`src/prwr_pkg.sv`:
```
// constants for the second x4 root controller address window register bank
package prwr_pkg;
	localparam int unsigned ADDR_W = 12;
	localparam int unsigned DATA_W = 32;
	localparam int unsigned SYS_ADDR_W = 48;
	// register byte offsets
	localparam logic [11:0] OFS_HMMIO_END = 12'h114;
	localparam logic [11:0] OFS_TR_START = 12'h118;
	localparam logic [11:0] OFS_TR_END = 12'h11c;
	localparam logic [11:0] OFS_CFG_START = 12'h120;
	localparam logic [11:0] OFS_CFG_END = 12'h124;
	localparam logic [11:0] OFS_EC2_START = 12'h128;
	localparam logic [11:0] OFS_EC2_END = 12'h12c;
	localparam logic [11:0] OFS_EC2_FINE = 12'h130;
	localparam logic [11:0] OFS_X8_EC1_START = 12'h200;
	// start register fields
	localparam int unsigned START_VALID_BIT = 0;
	localparam int unsigned START_NSEC_BIT = 29;
	localparam int unsigned START_ADDR_LSB = 1;
	localparam int unsigned START_ADDR_MSB = 28;
	localparam logic [31:0] START_MASK = 32'h3fff_ffff;
	// end register fields
	localparam int unsigned END_ADDR_MSB = 27;
	localparam logic [31:0] END_MASK = 32'h0fff_ffff;
	// fine bounds register fields
	localparam int unsigned FINE_START_LSB = 5;
	localparam int unsigned FINE_START_MSB = 9;
	localparam int unsigned FINE_END_MSB = 4;
	localparam logic [31:0] FINE_MASK = 32'h0000_03ff;
	localparam logic [31:0] RESET_VAL = 32'h0000_0000;
	// address granularity boundaries
	localparam int unsigned COARSE_LSB = 20;
	localparam int unsigned FINE_LSB = 15;
	localparam int unsigned NUM_WIN = 3;
	localparam int unsigned WIN_TR = 0;
	localparam int unsigned WIN_CFG = 1;
	localparam int unsigned WIN_EC2 = 2;
endpackage

```
`src/prwr_regs.sv`:
```
// register bank and window decode for the second x4 root controller
`timescale 1ns/1ps
// What this block does
// - start bit 0 makes window valid
// - bit 29 set: any security state allowed
// - bit 29 clear: only secure transactions accepted
// - start bits 28:1 are address 47:20
// - end bits 27:0 are address 47:20
// - fine bits 9:5 are start address 19:15
// - fine bits 4:0 are end address 19:15
// - unused upper bits read zero, ignore writes
// - all registers 32 bits, reset to zero
// - high mmio window end at 0x114
// - translated window registers at 0x118, 0x11c
// - config window registers at 0x120, 0x124
// - second ecam registers at 0x128, 0x12c, 0x130
// - x8 first ecam start at 0x200
module prwr_regs (
	input  wire logic        ref_clk,      // 50 MHz clock
	input  wire logic        rst,          // synchronous reset, active high
	input  wire logic [11:0] reg_addr,     // register byte address
	input  wire logic [31:0] reg_wdata,    // write data
	input  wire logic        reg_wr,       // write strobe
	input  wire logic        reg_rd,       // read strobe
	output logic      [31:0] reg_rdata,    // read data, cycle after strobe
	input  wire logic [47:0] txn_addr,     // transaction address to decode
	input  wire logic        txn_secure,   // transaction is secure
	output logic      [2:0]  win_hit,      // valid window address match
	output logic      [2:0]  win_allow,    // match and security permits
	output logic      [27:0] hmmio_end,    // high mmio window end bits 47:20
	output logic      [29:0] x8_ec1_start  // x8 first ecam start fields
);
	// register storage
	logic [31:0] hmmio_end_ff, tr_start_ff, tr_end_ff, cfg_start_ff, cfg_end_ff;
	logic [31:0] ec2_start_ff, ec2_end_ff, ec2_fine_ff, x8_start_ff;
	logic [31:0] rdata_ff;
	logic [31:0] nxt_rdata;

	// address decode
	wire sel_hend = (reg_addr == prwr_pkg::OFS_HMMIO_END);
	wire sel_trs  = (reg_addr == prwr_pkg::OFS_TR_START);
	wire sel_tre  = (reg_addr == prwr_pkg::OFS_TR_END);
	wire sel_cfs  = (reg_addr == prwr_pkg::OFS_CFG_START);
	wire sel_cfe  = (reg_addr == prwr_pkg::OFS_CFG_END);
	wire sel_e2s  = (reg_addr == prwr_pkg::OFS_EC2_START);
	wire sel_e2e  = (reg_addr == prwr_pkg::OFS_EC2_END);
	wire sel_e2f  = (reg_addr == prwr_pkg::OFS_EC2_FINE);
	wire sel_x8s  = (reg_addr == prwr_pkg::OFS_X8_EC1_START);

	// masked write data per register kind; reserved bits never stored
	wire [31:0] wd_start = reg_wdata & prwr_pkg::START_MASK;
	wire [31:0] wd_end   = reg_wdata & prwr_pkg::END_MASK;
	wire [31:0] wd_fine  = reg_wdata & prwr_pkg::FINE_MASK;

	// register writes, all zero after reset
	always_ff @(posedge ref_clk) begin
		if (rst) begin
			hmmio_end_ff <= prwr_pkg::RESET_VAL;
			tr_start_ff  <= prwr_pkg::RESET_VAL;
			tr_end_ff    <= prwr_pkg::RESET_VAL;
			cfg_start_ff <= prwr_pkg::RESET_VAL;
			cfg_end_ff   <= prwr_pkg::RESET_VAL;
			ec2_start_ff <= prwr_pkg::RESET_VAL;
			ec2_end_ff   <= prwr_pkg::RESET_VAL;
			ec2_fine_ff  <= prwr_pkg::RESET_VAL;
			x8_start_ff  <= prwr_pkg::RESET_VAL;
		end else if (reg_wr) begin
			if (sel_hend) hmmio_end_ff <= wd_end;
			if (sel_trs)  tr_start_ff  <= wd_start;
			if (sel_tre)  tr_end_ff    <= wd_end;
			if (sel_cfs)  cfg_start_ff <= wd_start;
			if (sel_cfe)  cfg_end_ff   <= wd_end;
			if (sel_e2s)  ec2_start_ff <= wd_start;
			if (sel_e2e)  ec2_end_ff   <= wd_end;
			if (sel_e2f)  ec2_fine_ff  <= wd_fine;
			if (sel_x8s)  x8_start_ff  <= wd_start;
		end
	end

	// read mux; unmapped addresses read zero
	always_comb begin
		nxt_rdata = 32'h0000_0000;
		if (reg_rd) begin
			unique case (1'b1)
				sel_hend: nxt_rdata = hmmio_end_ff;
				sel_trs:  nxt_rdata = tr_start_ff;
				sel_tre:  nxt_rdata = tr_end_ff;
				sel_cfs:  nxt_rdata = cfg_start_ff;
				sel_cfe:  nxt_rdata = cfg_end_ff;
				sel_e2s:  nxt_rdata = ec2_start_ff;
				sel_e2e:  nxt_rdata = ec2_end_ff;
				sel_e2f:  nxt_rdata = ec2_fine_ff;
				sel_x8s:  nxt_rdata = x8_start_ff;
				default:  nxt_rdata = 32'h0000_0000;
			endcase
		end
	end

	// read data only stands in the cycle after the strobe
	always_ff @(posedge ref_clk) begin
		if (rst) rdata_ff <= prwr_pkg::RESET_VAL;
		else     rdata_ff <= nxt_rdata;
	end
	assign reg_rdata = rdata_ff;

	// windows this block decodes; high mmio and x8 fields go to neighbours
	assign hmmio_end    = hmmio_end_ff[prwr_pkg::END_ADDR_MSB:0];
	assign x8_ec1_start = x8_start_ff[prwr_pkg::START_NSEC_BIT:0];

	// per-window bounds at 1 MB granularity, second_config_space_window refined to 32 KB
	logic [31:0] st_reg [prwr_pkg::NUM_WIN];
	logic [31:0] en_reg [prwr_pkg::NUM_WIN];
	assign st_reg[prwr_pkg::WIN_TR]  = tr_start_ff;
	assign st_reg[prwr_pkg::WIN_CFG] = cfg_start_ff;
	assign st_reg[prwr_pkg::WIN_EC2] = ec2_start_ff;
	assign en_reg[prwr_pkg::WIN_TR]  = tr_end_ff;
	assign en_reg[prwr_pkg::WIN_CFG] = cfg_end_ff;
	assign en_reg[prwr_pkg::WIN_EC2] = ec2_end_ff;

	// compared over address bits 47:15; coarse windows fill low bits
	wire [4:0] fine_st = ec2_fine_ff[prwr_pkg::FINE_START_MSB:prwr_pkg::FINE_START_LSB];
	wire [4:0] fine_en = ec2_fine_ff[prwr_pkg::FINE_END_MSB:0];
	wire [32:0] txn_key = txn_addr[prwr_pkg::SYS_ADDR_W-1:prwr_pkg::FINE_LSB];

	genvar gi;
	generate
		for (gi = 0; gi < prwr_pkg::NUM_WIN; gi++) begin : g_win
			wire [27:0] st_hi = st_reg[gi][prwr_pkg::START_ADDR_MSB:prwr_pkg::START_ADDR_LSB];
			wire [27:0] en_hi = en_reg[gi][prwr_pkg::END_ADDR_MSB:0];
			wire [4:0]  st_lo = (gi == prwr_pkg::WIN_EC2) ? fine_st : 5'h00;
			wire [4:0]  en_lo = (gi == prwr_pkg::WIN_EC2) ? fine_en : 5'h1f;
			wire        valid = st_reg[gi][prwr_pkg::START_VALID_BIT];
			wire        nsec  = st_reg[gi][prwr_pkg::START_NSEC_BIT];
			wire        in_rng = (txn_key >= {st_hi, st_lo}) && (txn_key <= {en_hi, en_lo});
			assign win_hit[gi]   = valid && in_rng;
			// secure window admits only secure traffic
			assign win_allow[gi] = valid && in_rng && (nsec || txn_secure);
		end
	endgenerate

	// checks
	rd_zero_a: assert property (@(posedge ref_clk) disable iff (rst)
		reg_rd && !(sel_hend||sel_trs||sel_tre||sel_cfs||sel_cfe||sel_e2s||sel_e2e||sel_e2f||sel_x8s)
		|=> reg_rdata == 32'h0000_0000) else $error("unmapped read not zero");
	rd_idle_a: assert property (@(posedge ref_clk) disable iff (rst)
		!reg_rd |=> reg_rdata == 32'h0000_0000) else $error("read data without strobe");
	start_rsv_a: assert property (@(posedge ref_clk) disable iff (rst)
		reg_wr && sel_cfs ##1 reg_rd && sel_cfs |=> reg_rdata[31:30] == 2'b00)
		else $error("start reserved bits not zero");
	start_wr_a: assert property (@(posedge ref_clk) disable iff (rst)
		reg_wr && sel_trs |=> tr_start_ff == $past(reg_wdata & prwr_pkg::START_MASK))
		else $error("start write lost");
	fine_wr_a: assert property (@(posedge ref_clk) disable iff (rst)
		reg_wr && sel_e2f |=> ec2_fine_ff[31:10] == 22'h0 && ec2_fine_ff[9:0] == $past(reg_wdata[9:0]))
		else $error("fine bounds write wrong");
	reset_zero_a: assert property (@(posedge ref_clk)
		rst |=> (tr_start_ff == 32'h0 && cfg_start_ff == 32'h0 && ec2_start_ff == 32'h0 && win_hit == 3'b000))
		else $error("reset value not zero");
	valid_gate_a: assert property (@(posedge ref_clk) disable iff (rst)
		!cfg_start_ff[0] |-> !win_hit[1]) else $error("invalid window matched");
	sec_gate_a: assert property (@(posedge ref_clk) disable iff (rst)
		win_hit[0] && !tr_start_ff[29] && !txn_secure |-> !win_allow[0])
		else $error("secure window admitted non-secure");
	nsec_pass_a: assert property (@(posedge ref_clk) disable iff (rst)
		win_hit[1] && cfg_start_ff[29] |-> win_allow[1]) else $error("non-secure window refused");
	ec2_lo_a: assert property (@(posedge ref_clk) disable iff (rst)
		win_hit[2] |-> txn_addr[47:15] >= {ec2_start_ff[28:1], ec2_fine_ff[9:5]})
		else $error("second_config_space_window hit below start");
	x8_wr_a: assert property (@(posedge ref_clk) disable iff (rst)
		reg_wr && sel_x8s |=> x8_ec1_start == $past(reg_wdata[29:0])) else $error("x8 start write lost");
	hend_wr_a: assert property (@(posedge ref_clk) disable iff (rst)
		reg_wr && sel_hend |=> hmmio_end == $past(reg_wdata[27:0])) else $error("end write lost");

	// scenarios
	cov_hit_c: cover property (@(posedge ref_clk) disable iff (rst) win_hit[2] && win_allow[2]);
	cov_block_c: cover property (@(posedge ref_clk) disable iff (rst) win_hit[0] && !win_allow[0]);
	cov_rd_c: cover property (@(posedge ref_clk) disable iff (rst) reg_wr && sel_e2f ##1 reg_rd && sel_e2f);
endmodule

```
`config.mk`:
```
export PLATFORM = sky130hd
export DESIGN_NAME = prwr_regs
export DESIGN_NICKNAME = d
export VERILOG_FILES = /design/src/prwr_pkg.sv /design/src/prwr_regs.sv
export SDC_FILE = /design/constraint.sdc
export NUM_CORES = 1
export LEC_CHECK = 0
export ABC_AREA = 1
export BUFFER_PORTS_ARGS = -buffer_cell sky130_fd_sc_hd__clkbuf_2
export CAP_MARGIN = 20
export CORE_UTILIZATION = 53
export DETAILED_ROUTE_END_ITERATION = 7
export GPL_TIMING_DRIVEN = 1
export HOLD_SLACK_MARGIN = 0.08
export PLACE_DENSITY = 0.88
export SETUP_SLACK_MARGIN = 0.1
export SKIP_LAST_GASP = 1
export SLEW_MARGIN = 10
export SYNTH_ARGS = -nofsm -noshare
export SYNTH_HDL_FRONTEND = slang
export SYNTH_SLANG_ARGS = --single-unit
export TNS_END_PERCENT = 1
```
`constraint.sdc`:
```
create_clock -name ref_clk -period 1.5 [get_ports ref_clk]
set_input_delay 0.225 -clock ref_clk [delete_from_list [all_inputs] [get_ports ref_clk]]
set_output_delay 0.225 -clock ref_clk [all_outputs]
set_load 0.05 [all_outputs]
```
* Word-level counts from Yosys, hierarchy flattened
Cells that the tools add are included.
Operators by class: $add $sub $neg 0, multipliers 0, div/mod/pow operators 0, $lt $le $gt $ge 6, equality and inequality tests 9, shifts and indexed selects 0, mux-type cells 1, bitwise operators 1, reductions and logical operators 22
Operator list (count):
- 30-bit one-hot mux with 9 select lines | 1
- 33-bit >= comparator | 3
- 33-bit <= comparator | 3
- 12-bit by 9-bit equality test with 1-bit output (second input constant) | 8
- 2-bit AND reduction | 9
- 12-bit by 10-bit equality test with 1-bit output (second input constant) | 1
- 1-bit logical AND | 9
- 1-bit logical OR | 3
- 2-bit OR reduction | 1
- 1-bit inverter | 1
Storage, ports and cells: register bits 274, latch bits 0, memory bits (writable) 0, memory bits (read-only) 0, word-level logic and storage cells 49, memories kept 0

* Logic depth before layout (Yosys ltp)
Gate-level depths: netlist of run 1.
depth in word-level cells 4, depth in mapped cells 15, gate-level depth less buffers 15

* Least setup slack after synthesis of run 1
OpenSTA, ideal clock, no wires.
path kind register to output, from register ec2_start_ff[26], to output win_allow[2], arrival 1.976 ns, required time 1.275 ns, slack -0.701 ns, cell stages (with the launch flop) 13, buffers on the path 0, cells stage by stage dfxtp_1 -> inv_1 -> ha_1 -> nand2_1 -> nor2_1 -> nand2_1 -> nor2_1 -> nand2_1 -> nand3_1 -> nor2_1 -> nand2_1 -> nand3_1 -> nor2_1
Between the ends: cells in the longest elaborated chain, start to end 4
RTL lines:
- from (decl) | line prwr_regs.sv:35 | logic [31:0] ec2_start_ff, ec2_end_ff, ec2_fine_ff, x8_start_ff;
- from (signal assigned) | line prwr_regs.sv:63 | ec2_start_ff <= prwr_pkg::RESET_VAL;
- from (signal assigned) | line prwr_regs.sv:73 | if (sel_e2s) ec2_start_ff <= wd_start;
- 33-bit >= comparator | line prwr_regs.sv:134 | wire in_rng = (txn_key >= {st_hi, st_lo}) && (txn_key <= {en_hi, en_lo});
- 1-bit logical AND | line prwr_regs.sv:134
- 1-bit logical AND (2 in series) | line prwr_regs.sv:137 | assign win_allow[gi] = valid && in_rng && (nsec || txn_secure);
- to (decl) | line prwr_regs.sv:29 | output logic [2:0] win_allow,
Every way passes these cells.

* Worst setup path in the final report of run 1
from register ec2_end_ff[3], to output win_allow[2]
Between the ends: cells in the longest elaborated chain, start to end 4
RTL lines:
- from (decl) | line prwr_regs.sv:35
- from (signal assigned) | line prwr_regs.sv:64 | ec2_end_ff <= prwr_pkg::RESET_VAL;
- from (signal assigned) | line prwr_regs.sv:74 | if (sel_e2e) ec2_end_ff <= wd_end;
- 33-bit <= comparator | line prwr_regs.sv:134
- 1-bit logical AND | line prwr_regs.sv:134
- 1-bit logical AND (2 in series) | line prwr_regs.sv:137
Every way passes these cells.

==> results of run 1 <==
cell usage after synthesis, types with 6 or more instances:
library cell and n:
buf_2 31, nand2_1 399, o21ai_0 249, o22ai_1 39
buf_6 11, a21oi_1 304, ha_1 178, inv_2 8
nor3_1 8, o21ai_1 20, nand4_1 38, o21a_1 6
dfxtp_1 272, clkbuf_1 37, nor2_1 145, inv_1 333
nand3_1 38, nor2_2 23, buf_4 11, a21o_1 14
timing repair:
| item | in CTS | in global routing |
|---|---|---|
| endpoints found under the hold margin | 215 | 0 |
| resized for setup | 106 | 35 |
| pin swaps | 45 | 23 |
| setup buffers | 1 | 1 |
| endpoints found under the setup margin | 61 | 176 |
| hold buffers | 31 | 0 |
cells by family after synthesis:
logic type	share of synthesized area, %
fa+ha+maj	14.1
flops	34.4
buf+inv	11.4
compound gates	21.0
simple gates	19.1
other cells	0.0237
area by class of cell:
cell class                 instances  area [um^2]
inverter                         343         1300
tap                              384          480
timing repair buffer             476         3740
clock inverter                    13          100
multi-input combinational       1505         9140
fill                            2180         7940
sequential                       272         5470
clock buffer                      38          850
flip-flops by register name, indices dropped and copies added (netlist names):
name,flops
x8_start_ff,30
tr_end_ff,28
hmmio_end_ff,28
ec2_end_ff,28
ec2_fine_ff,10
reg_rdata,30
cfg_start_ff,30
ec2_start_ff,30
tr_start_ff,30
cfg_end_ff,28
through the flow:
step / setup TNS (ns) / cell area, um^2
2_1_floorplan: -2.15 / 15900
3_3_place_gp: -73.20 / 19200
3_5_place_dp: -89.69 / 19200
4_1_cts: -6.85 / 20900
5_1_grt: -8.11 / 21100
6_report: -7.20 / 21100
path summary, 6_finish.rpt:
| kind | start | endpoint | slack (ns) | cells after the start |
|---|---|---|---|---|
| max reg2reg | tr_start_ff[21] | reg_rdata[21] | 0.31 | 7 |
| min reg2reg | x8_start_ff[20] | x8_start_ff[20] | 0.46 | 2 |
| min | reg_rd | reg_rdata[6] | 0.28 | 6 |
| max | ec2_end_ff[3] | win_allow[2] | -1.24 | 14 |
layout by cell type, fill, tap and decap left out, types with 30 or more instances in the layout:
cell type / count
a21oi_1: 296
nor2_2: 50
dfxtp_1: 254
dlygate4sd3_1: 31
o22ai_1: 39
ha_1: 161
nand2_2: 30
nand2_1: 369
buf_12: 40
clkbuf_2: 167
o21ai_0: 248
nor2_1: 104
nand4_1: 38
nand3_1: 37
inv_1: 323
buf_4: 237
critical path, stage by stage (launching register included):
cell     delay [ns]
dfxtp_1        0.33
inv_1          0.07
ha_1           0.30
nand2_1        0.16
a21oi_1        0.08
nor2_1         0.17
nand2_2        0.12
nand2_1        0.09
nand2_2        0.06
nand2_1        0.06
nand2_1        0.06
nand2_2        0.07
nand3_4        0.12
nor2_4         0.13
buf_12         0.14
metal layers:
metal | GRT usage [%] | wire length, um
met5 | 0 | 0
met2 | 62.3 | 26600
met4 | 19.5 | 3370
met3 | 5.94 | 5410
met1 | 44.0 | 21900
power by group through the flow:
stage	logic, mW	clock network (mW)	registers [mW]
floorplan	0.790	0	7.39
detailed placement	1.45	0	7.39
global placement	1.40	0	7.39
CTS	1.63	7.22	7.22
global route	1.88	7.56	7.22
finish	1.72	7.23	7.22
==> impl_metrics.ini, run 1 <==
[routing]
drt_pass1_iterations = 6
vias_per_cell = 5.71
vias = 17300
drc_errors = 0
drtIter0Drc = 1871
ant_nets = 0
post_drt_wl_per_cell_um = 18.9
detail_route.wirelength_mm = 57.2

[final_layout]
final_util_pct = 72.6
stdcell_count = 3031
drive_gt1_share_pct = 26.0
syn_to_final_growth_pct = 33.3
num-nets-final = 2902
antennaDiodeCount = 0

[floorplan]
fp.dieArea_um2 = 30500
coreArea_um2 = 29000
rows = 62
fp.dieW_um = 175
start_util_pct = 54.5
chipHeight_um = 175
ios = 193

[synth]
postSynth.asyncResetShare_pct = 0
synth_top_area_cell = dfxtp_1
synthCells = 2210
yosysSeqAreaShare_pct = 34.4
synth_flop_cell = dfxtp_1
synthDistinctLibCells = 39
yosys_warnings = 0
synth-seq-cells = 272
synth_area_leaders = dfxtp_1, ha_1, a21oi_1, nand2_1, inv_1
yosysTopAreaCellShare_pct = 34.4
avgSynthCellArea_um2 = 7.15
synth_edf_count = 0
synth_area_um2 = 15800

[timing]
finalCritPeriodShare_pct = 183
min_period_ns = 2.74
worst_pin_slew_ns = 0.503
fmax_ghz = 0.365
slew_viol_final = 0
finalWorstSetupSlack_ns = -1.24
setup_violations = 9
rsz0062_at_grt = true
maxSlewHeadroom_pct = 66.3
hold_slack_ns = 0.281
finalHoldViolCount = 0
fin_worst_skew_ns = 0.0141

[grt]
overflow = 0
grt_max_degree = 82
grt_usage_pct = 36.5
antenna_found_initial = 0
grt_pass1_wl_mm = 88.5
first_global_vias = 17000

[power]
internal_power_mw = 12.0
clockPowerShare_pct = 44.7
p_leak_nw = 9.27
total_power_mw = 16.2
switchingPower_mw = 4.15
switching_share_pct = 25.7
power_density_nw_per_um2 = 767
vdd_drop_max_mv = 0.780
combPwrFrac_pct = 10.6
seqPwrFrac_pct = 44.7

[status]
violations = setup timing
status = finished with violations

[clocking]
cts_root_buf = clkbuf_16
cts.clk_slew.worst_paths_ns = 0.06
cts_tree = yes
cts_buffers = 29
clock-sinks = 272
cts_max_level = 1
clockBufferDepth = 3
clk_latency_ns = 0.56

[critical_path]
critPathLaunchType = flop
cp-end-kind = output pin
arrival_ns = 2.51
critPathKind = flop to output pin
crit_path_max_fanout = 3
required_ns = 1.27

[hold_path]
hold_class = input pin to flop

[placed_design]
dpl.cell_count = 2947
globalplace.congestion = 1.02
hpwlAfterDp_mm = 40.9
place_ws_ns = -0.862
port_buffers = 173

[job]
drv_cap = 0
Note: power is estimated with default switching activity, not from simulation.
==> inputs of run 2 (changes only) <==
--- a/config.mk
+++ b/config.mk
@@ -10,8 +10,9 @@
 export CAP_MARGIN = 20
 export CORE_UTILIZATION = 53
+export CTS_CLUSTER_DIAMETER = 30
 export DETAILED_ROUTE_END_ITERATION = 7
 export GPL_TIMING_DRIVEN = 1
 export HOLD_SLACK_MARGIN = 0.08
-export PLACE_DENSITY = 0.88
+export PLACE_DENSITY = 0.77
 export SETUP_SLACK_MARGIN = 0.1
 export SKIP_LAST_GASP = 1
==> constraint.sdc (replaced) <==
create_clock -name ref_clk -period 1.5 [get_ports ref_clk]
set_input_delay 0.15 -clock ref_clk [delete_from_list [all_inputs] [get_ports ref_clk]]
set_output_delay 0.15 -clock ref_clk [all_outputs]
set_load 0.05 [all_outputs]
==> run 2 against run 1 <==
The run still ends with setup timing left. Wire length up 13%. Register-to-register slack better by 0.02 ns. Combinational power is 19% higher. Global-route usage increased by 2.1 points. Cell count increased by 1.9%. Clock power grew 99%. Non-clock buffer count is 6 lower. Fmax rose by 2.5%. Clock skew up 0.0098 ns. Critical path depth is 1 lower. Hold slack got worse by 0.031 ns. Critical path type unchanged. Largest power group unchanged.
==> impl_metrics.ini, run 2 (same netlist as run 1, synthesis figures left out) <==
[routing]
detail_route.wirelength_mm = 64.5
vias_per_cell = 5.90
drtIter0Drc = 1923
drt_pass1_iterations = 6
ant_nets = 0
vias = 18200
drc_errors = 0
post_drt_wl_per_cell_um = 20.9

[clocking]
cts.clk_slew.worst_paths_ns = 0.04
cts_tree = yes
clock-sinks = 272
clockBufferDepth = 3
cts_buffers = 66
cts_max_level = 3
cts_root_buf = clkbuf_16
clk_latency_ns = 0.55

[hold_path]
hold_class = input pin to flop
min_path_cells = 5
min_to = cfg_start_ff[27]
hp-start = reg_wr

[final_layout]
drive_gt1_share_pct = 34.6
syn_to_final_growth_pct = 48.6
stdcell_count = 3090
final_cell_mix = nand2_1, inv_1, a21oi_1
antennaDiodeCount = 0
num-nets-final = 2933
final_common_cell = nand2_1
nFillCells = 1734
final_util_pct = 81.0

[critical_path]
required_ns = 1.35
setup.worst_path.start = cfg_start_ff[26]
critPathLaunchType = flop
crit_path_max_fanout = 2
cp-end-kind = output pin
critPathKind = flop to output pin
r2r_start = tr_start_ff[4]
r2r_slack_ns = 0.33
arrival_ns = 2.52
rr_worst_depth = 7
r2r-end = reg_rdata[4]

[status]
status = finished with violations
violations = setup timing

[grt]
grt_usage_pct = 38.7
grt_pass1_wl_mm = 93.0
overflow = 0
grt_max_degree = 105
first_global_vias = 17800
antenna_found_initial = 1

[floorplan]
ios = 193
rows = 62
start_util_pct = 54.5
coreArea_um2 = 29000
fp.dieArea_um2 = 30500
fp.dieW_um = 175
chipHeight_um = 175

[job]
drv_cap = 0

[power]
power_density_nw_per_um2 = 1010
total_power_mw = 23.7
vdd_drop_max_mv = 0.978
p_leak_nw = 10.0

[timing]
setup_violations = 6
finalCritPeriodShare_pct = 178
min_period_ns = 2.67
hold_slack_ns = 0.251
slew_viol_final = 0
fin_worst_skew_ns = 0.0239
finalWorstSetupSlack_ns = -1.17
fmax_ghz = 0.375
finalHoldViolCount = 0
rsz0062_at_grt = true
setup_tns_ns = -6.78

[placed_design]
port_buffers = 173
hpwlAfterDp_mm = 39.8
dpl.cell_count = 2937
globalplace.congestion = 0.984
-- run 2: cell count changes in the layout (fill, tap and decap cells not counted), moves of 31 or more --
cell / before / now
dfxtp_2: 18 / 49
clkbuf_16: 29 / 68
nand2_1: 369 / 320
nand2_2: 30 / 72
ha_4: 17 / 72
dfxtp_1: 254 / 223
ha_1: 161 / 106
-- run 2: how the worst max path moves through the flow --
stage                              end  cells past startpoint
final                       win_hit[1]                     13
after global routing      win_allow[0]                     11
after CTS                 win_allow[1]                     12
after detailed placement    win_hit[2]                     11
after global placement      win_hit[2]                     11
after floorplan           win_allow[0]                     12
-- run 2: worst max-delay path: stages, from the launching register on --
cell	delay (ns)
dfxtp_1	0.30
inv_1	0.12
ha_4	0.23
a21oi_2	0.30
nor2_1	0.10
nor2_1	0.09
nand2_1	0.09
a21oi_4	0.15
nand3_1	0.09
nand2_1	0.07
inv_1	0.06
nand2_4	0.10
clkinvlp_4	0.10
clkbuf_16	0.17
-- run 2: timing repair --
item	4_1_cts	5_1_grt
pin swaps	79	75
endpoints found under the hold margin	242	0
cloned	0	0
buffers inserted	4	2
resized for setup	206	171
hold buffers	31	0
setup endpoints to repair	8	25
-- run 2: area by class of cell --
| type | count | area (um^2) | share of cell area [%] |
|---|---|---|---|
| clock inverter | 37 | 455 | 1.94 |
| sequential | 272 | 5510 | 23.4 |
| multi-input combinational | 1505 | 10300 | 43.7 |
| tap | 384 | 480 | 2.05 |
| timing repair buffer | 470 | 3690 | 15.7 |
| inverter | 343 | 1300 | 5.55 |
| clock buffer | 79 | 1780 | 7.58 |
-- run 2: power by group --
group          internal, mW  switching, mW  total (mW)
registers              7.25       0.000791        7.25
logic                 0.814           1.24        2.05
clock network          9.83           4.61        14.4
-- run 2: routing by layer --
| layer | GRT usage (%) | vias up | share of wire [%] |
|---|---|---|---|
| met5 | 0 | - | 0.020 |
| met4 | 23.6 | 2 | 6.8 |
| met3 | 6.61 | 338 | 9.6 |
| met2 | 65.9 | 1160 | 47 |
| met1 | 45.3 | 8515 | 37 |
| li1 | - | 8219 | - |
-- run 2: through the flow --
| stage | instance area (um^2) | worst slack, ns |
|---|---|---|
| floorplan | 15900 | -0.306 |
| global placement | 19100 | -0.880 |
| detailed placement | 19100 | -0.894 |
| CTS | 22600 | -1.03 |
| global route | 23500 | -1.30 |
| finish | 23500 | -1.17 |
==> inputs of run 3 (changes only) <==
- PLACE_DENSITY: 0.77 -> 0.74
- clock period: 1.5 -> 2.76 ns (I/O delays scaled with it)
==> run 3 against run 2 <==
The flow now finishes without violations. Clock skew fell by 0.0044 ns. Die area did not move. Flip-flop and latch count did not move. Sequential power fell by 46%. Critical path depth rose by 3. Clock-buffer cell count rose by 11. Sequential share of layout area rose by 2.5 points. Hold slack got worse by 0.16 ns. Cell count fell by 7.4%. Highest routed layer unchanged.
==> impl_metrics.ini, run 3 (same netlist as run 1, synthesis figures left out) <==
[status]
status = finished clean

[hold_path]
hp-start = reg_wdata[27]
min_path_cells = 3
hold_class = input pin to flop
min_to = ec2_start_ff[27]

[clocking]
clockBufferDepth = 3
clk_latency_ns = 0.57
cts.clk_slew.worst_paths_ns = 0.04
cts_buffers = 68
clock-sinks = 272
cts_tree = yes
cts_max_level = 3
cts_root_buf = clkbuf_16

[timing]
worst_pin_slew_ns = 0.698
finalHoldViolCount = 0
min_period_ns = 2.72
fmax_ghz = 0.367
maxSlewHeadroom_pct = 53.3
slew_viol_final = 0
rsz0062_at_grt = true
setup_violations = 0
fin_worst_skew_ns = 0.0195
finalCritPeriodShare_pct = 98.6

[grt]
first_global_vias = 15300
grt_usage_pct = 34.2
antenna_found_initial = 0
grt_use_met3_pct = 5.77
grt_pass1_wl_mm = 81.2
grt_use_met2_pct = 56.5
busiest_layer = met2
use_met1_pct = 42.1
grt_max_degree = 119
overflow = 0

[floorplan]
rows = 62
chipHeight_um = 175
ios = 193
fp.dieW_um = 175
start_util_pct = 54.5
coreArea_um2 = 29000
fp.dieArea_um2 = 30500

[routing]
drc_errors = 0
detail_route.wirelength_mm = 56.3
drt_pass1_iterations = 5
vias_per_cell = 5.80
drtIter0Drc = 1394
post_drt_wl_per_cell_um = 19.7
vias = 16600
ant_nets = 0

[critical_path]
cp-end-kind = output pin
critPathKind = flop to output pin
crit_path_max_fanout = 2
critPathLaunchType = flop
rr_worst_depth = 6
r2r_slack_ns = 1.70
r2r-end = reg_rdata[21]
r2r_start = hmmio_end_ff[21]
arrival_ns = 2.45
required_ns = 2.48

[final_layout]
drive_gt1_share_pct = 29.1
num-nets-final = 2698
final_util_pct = 73.2
syn_to_final_growth_pct = 34.3
antennaDiodeCount = 0
final_common_cell = nand2_1
final_cell_mix = nand2_1, a21oi_1, inv_1

[placed_design]
port_buffers = 173
hpwlAfterDp_mm = 36.5
globalplace.congestion = 1.03

[power]
total_power_mw = 12.7
p_leak_nw = 8.84
power_density_nw_per_um2 = 601
switchingPower_mw = 3.21
seqPwrFrac_pct = 30.9
switching_share_pct = 25.2
clockPowerShare_pct = 61.5
combPwrFrac_pct = 7.6
vdd_drop_max_mv = 0.439
internal_power_mw = 9.53

[job]
drv_cap = 0
## run 3: changes by cell type in the layout (fill, tap and decap cells not counted), moves of 9 or more
cell / previous run / this run
buf_4: 231 / 38
buf_12: 37 / 6
inv_2: 36 / 60
inv_1: 302 / 281
dlygate4sd3_1: 31 / 15
nand2_2: 72 / 58
nand2_1: 320 / 331
a21oi_1: 282 / 291
## run 3: metal layers
metal	part of all wire [%]	wire length [um]	up-vias
met1	39	21700	7700
met3	8.9	5000	223
li1	-	-	7749
met5	0.048	27	-
met2	47	26400	916
met4	5.4	3060	2
## run 3: final cells by class
| cell class | instances | area [um^2] |
|---|---|---|
| multi-input combinational | 1505 | 10200 |
| fill | 2150 | 7790 |
| sequential | 272 | 5520 |
| clock buffer | 90 | 1900 |
| timing repair buffer | 233 | 1490 |
| inverter | 343 | 1290 |
| tap | 384 | 480 |
| clock inverter | 33 | 379 |
## run 3: power groups by stage
| stage | clock, mW | combinational (mW) | sequential (mW) |
|---|---|---|---|
| after detailed placement | 0 | 0.707 | 4.01 |
| final | 7.84 | 0.963 | 3.94 |
| after floorplan | 0 | 0.427 | 4.01 |
| after global routing | 8.12 | 1.05 | 3.94 |
| after global placement | 0 | 0.688 | 4.01 |
| after CTS | 7.85 | 0.766 | 3.94 |
## run 3: how the worst max path moves through the flow
stage,startpoint,endpoint,slack (ns),cells after the start
2_1_floorplan,ec2_start_ff[26],win_allow[2],0.51,12
3_3_place_gp,txn_addr[43],win_allow[2],0.21,14
3_5_place_dp,txn_addr[43],win_allow[2],0.22,14
4_1_cts,cfg_end_ff[19],win_allow[1],-0.02,11
5_1_grt,cfg_end_ff[22],win_allow[1],-0.04,11
6_report,ec2_fine_ff[4],win_allow[2],0.04,16
## run 3: what timing repair did
| item | 4_1_cts | 5_1_grt |
|---|---|---|
| resized for setup | 96 | 305 |
| gates cloned | 0 | 0 |
| setup endpoints to repair | 6 | 6 |
| hold buffers | 15 | 0 |
| endpoints found under the hold margin | 39 | 0 |
| setup buffers | 1 | 13 |
| pin swaps | 31 | 86 |
## run 3: through the flow
step | area [um^2] | setup slack (ns) | hold WS, ns | TNS (ns) | instances
2_1_floorplan | 15800 | 0.508 | 0.441 | 0 | 2211
3_3_place_gp | 17000 | 0.206 | 0.450 | 0 | 2708
3_5_place_dp | 17000 | 0.221 | 0.452 | 0 | 2708
4_1_cts | 19800 | -0.0168 | 0.0805 | -0.0496 | 2847
5_1_grt | 21200 | -0.0436 | 0.101 | -0.128 | 2860
6_report | 21200 | 0.0389 | 0.0879 | 0 | 2860
## run 3: worst max-delay path, cell delays in order, from the launching register on
cell,delay [ns]
dfxtp_2,0.32
inv_1,0.11
ha_4,0.22
nand2_1,0.05
inv_1,0.06
nand2_1,0.10
nand2_1,0.07
nand2_1,0.09
nand2_2,0.06
nand2_2,0.09
nand2_2,0.07
nand2_1,0.06
nand2_1,0.05
nand2_1,0.08
nand3_2,0.11
nor2_4,0.17
buf_8,0.17
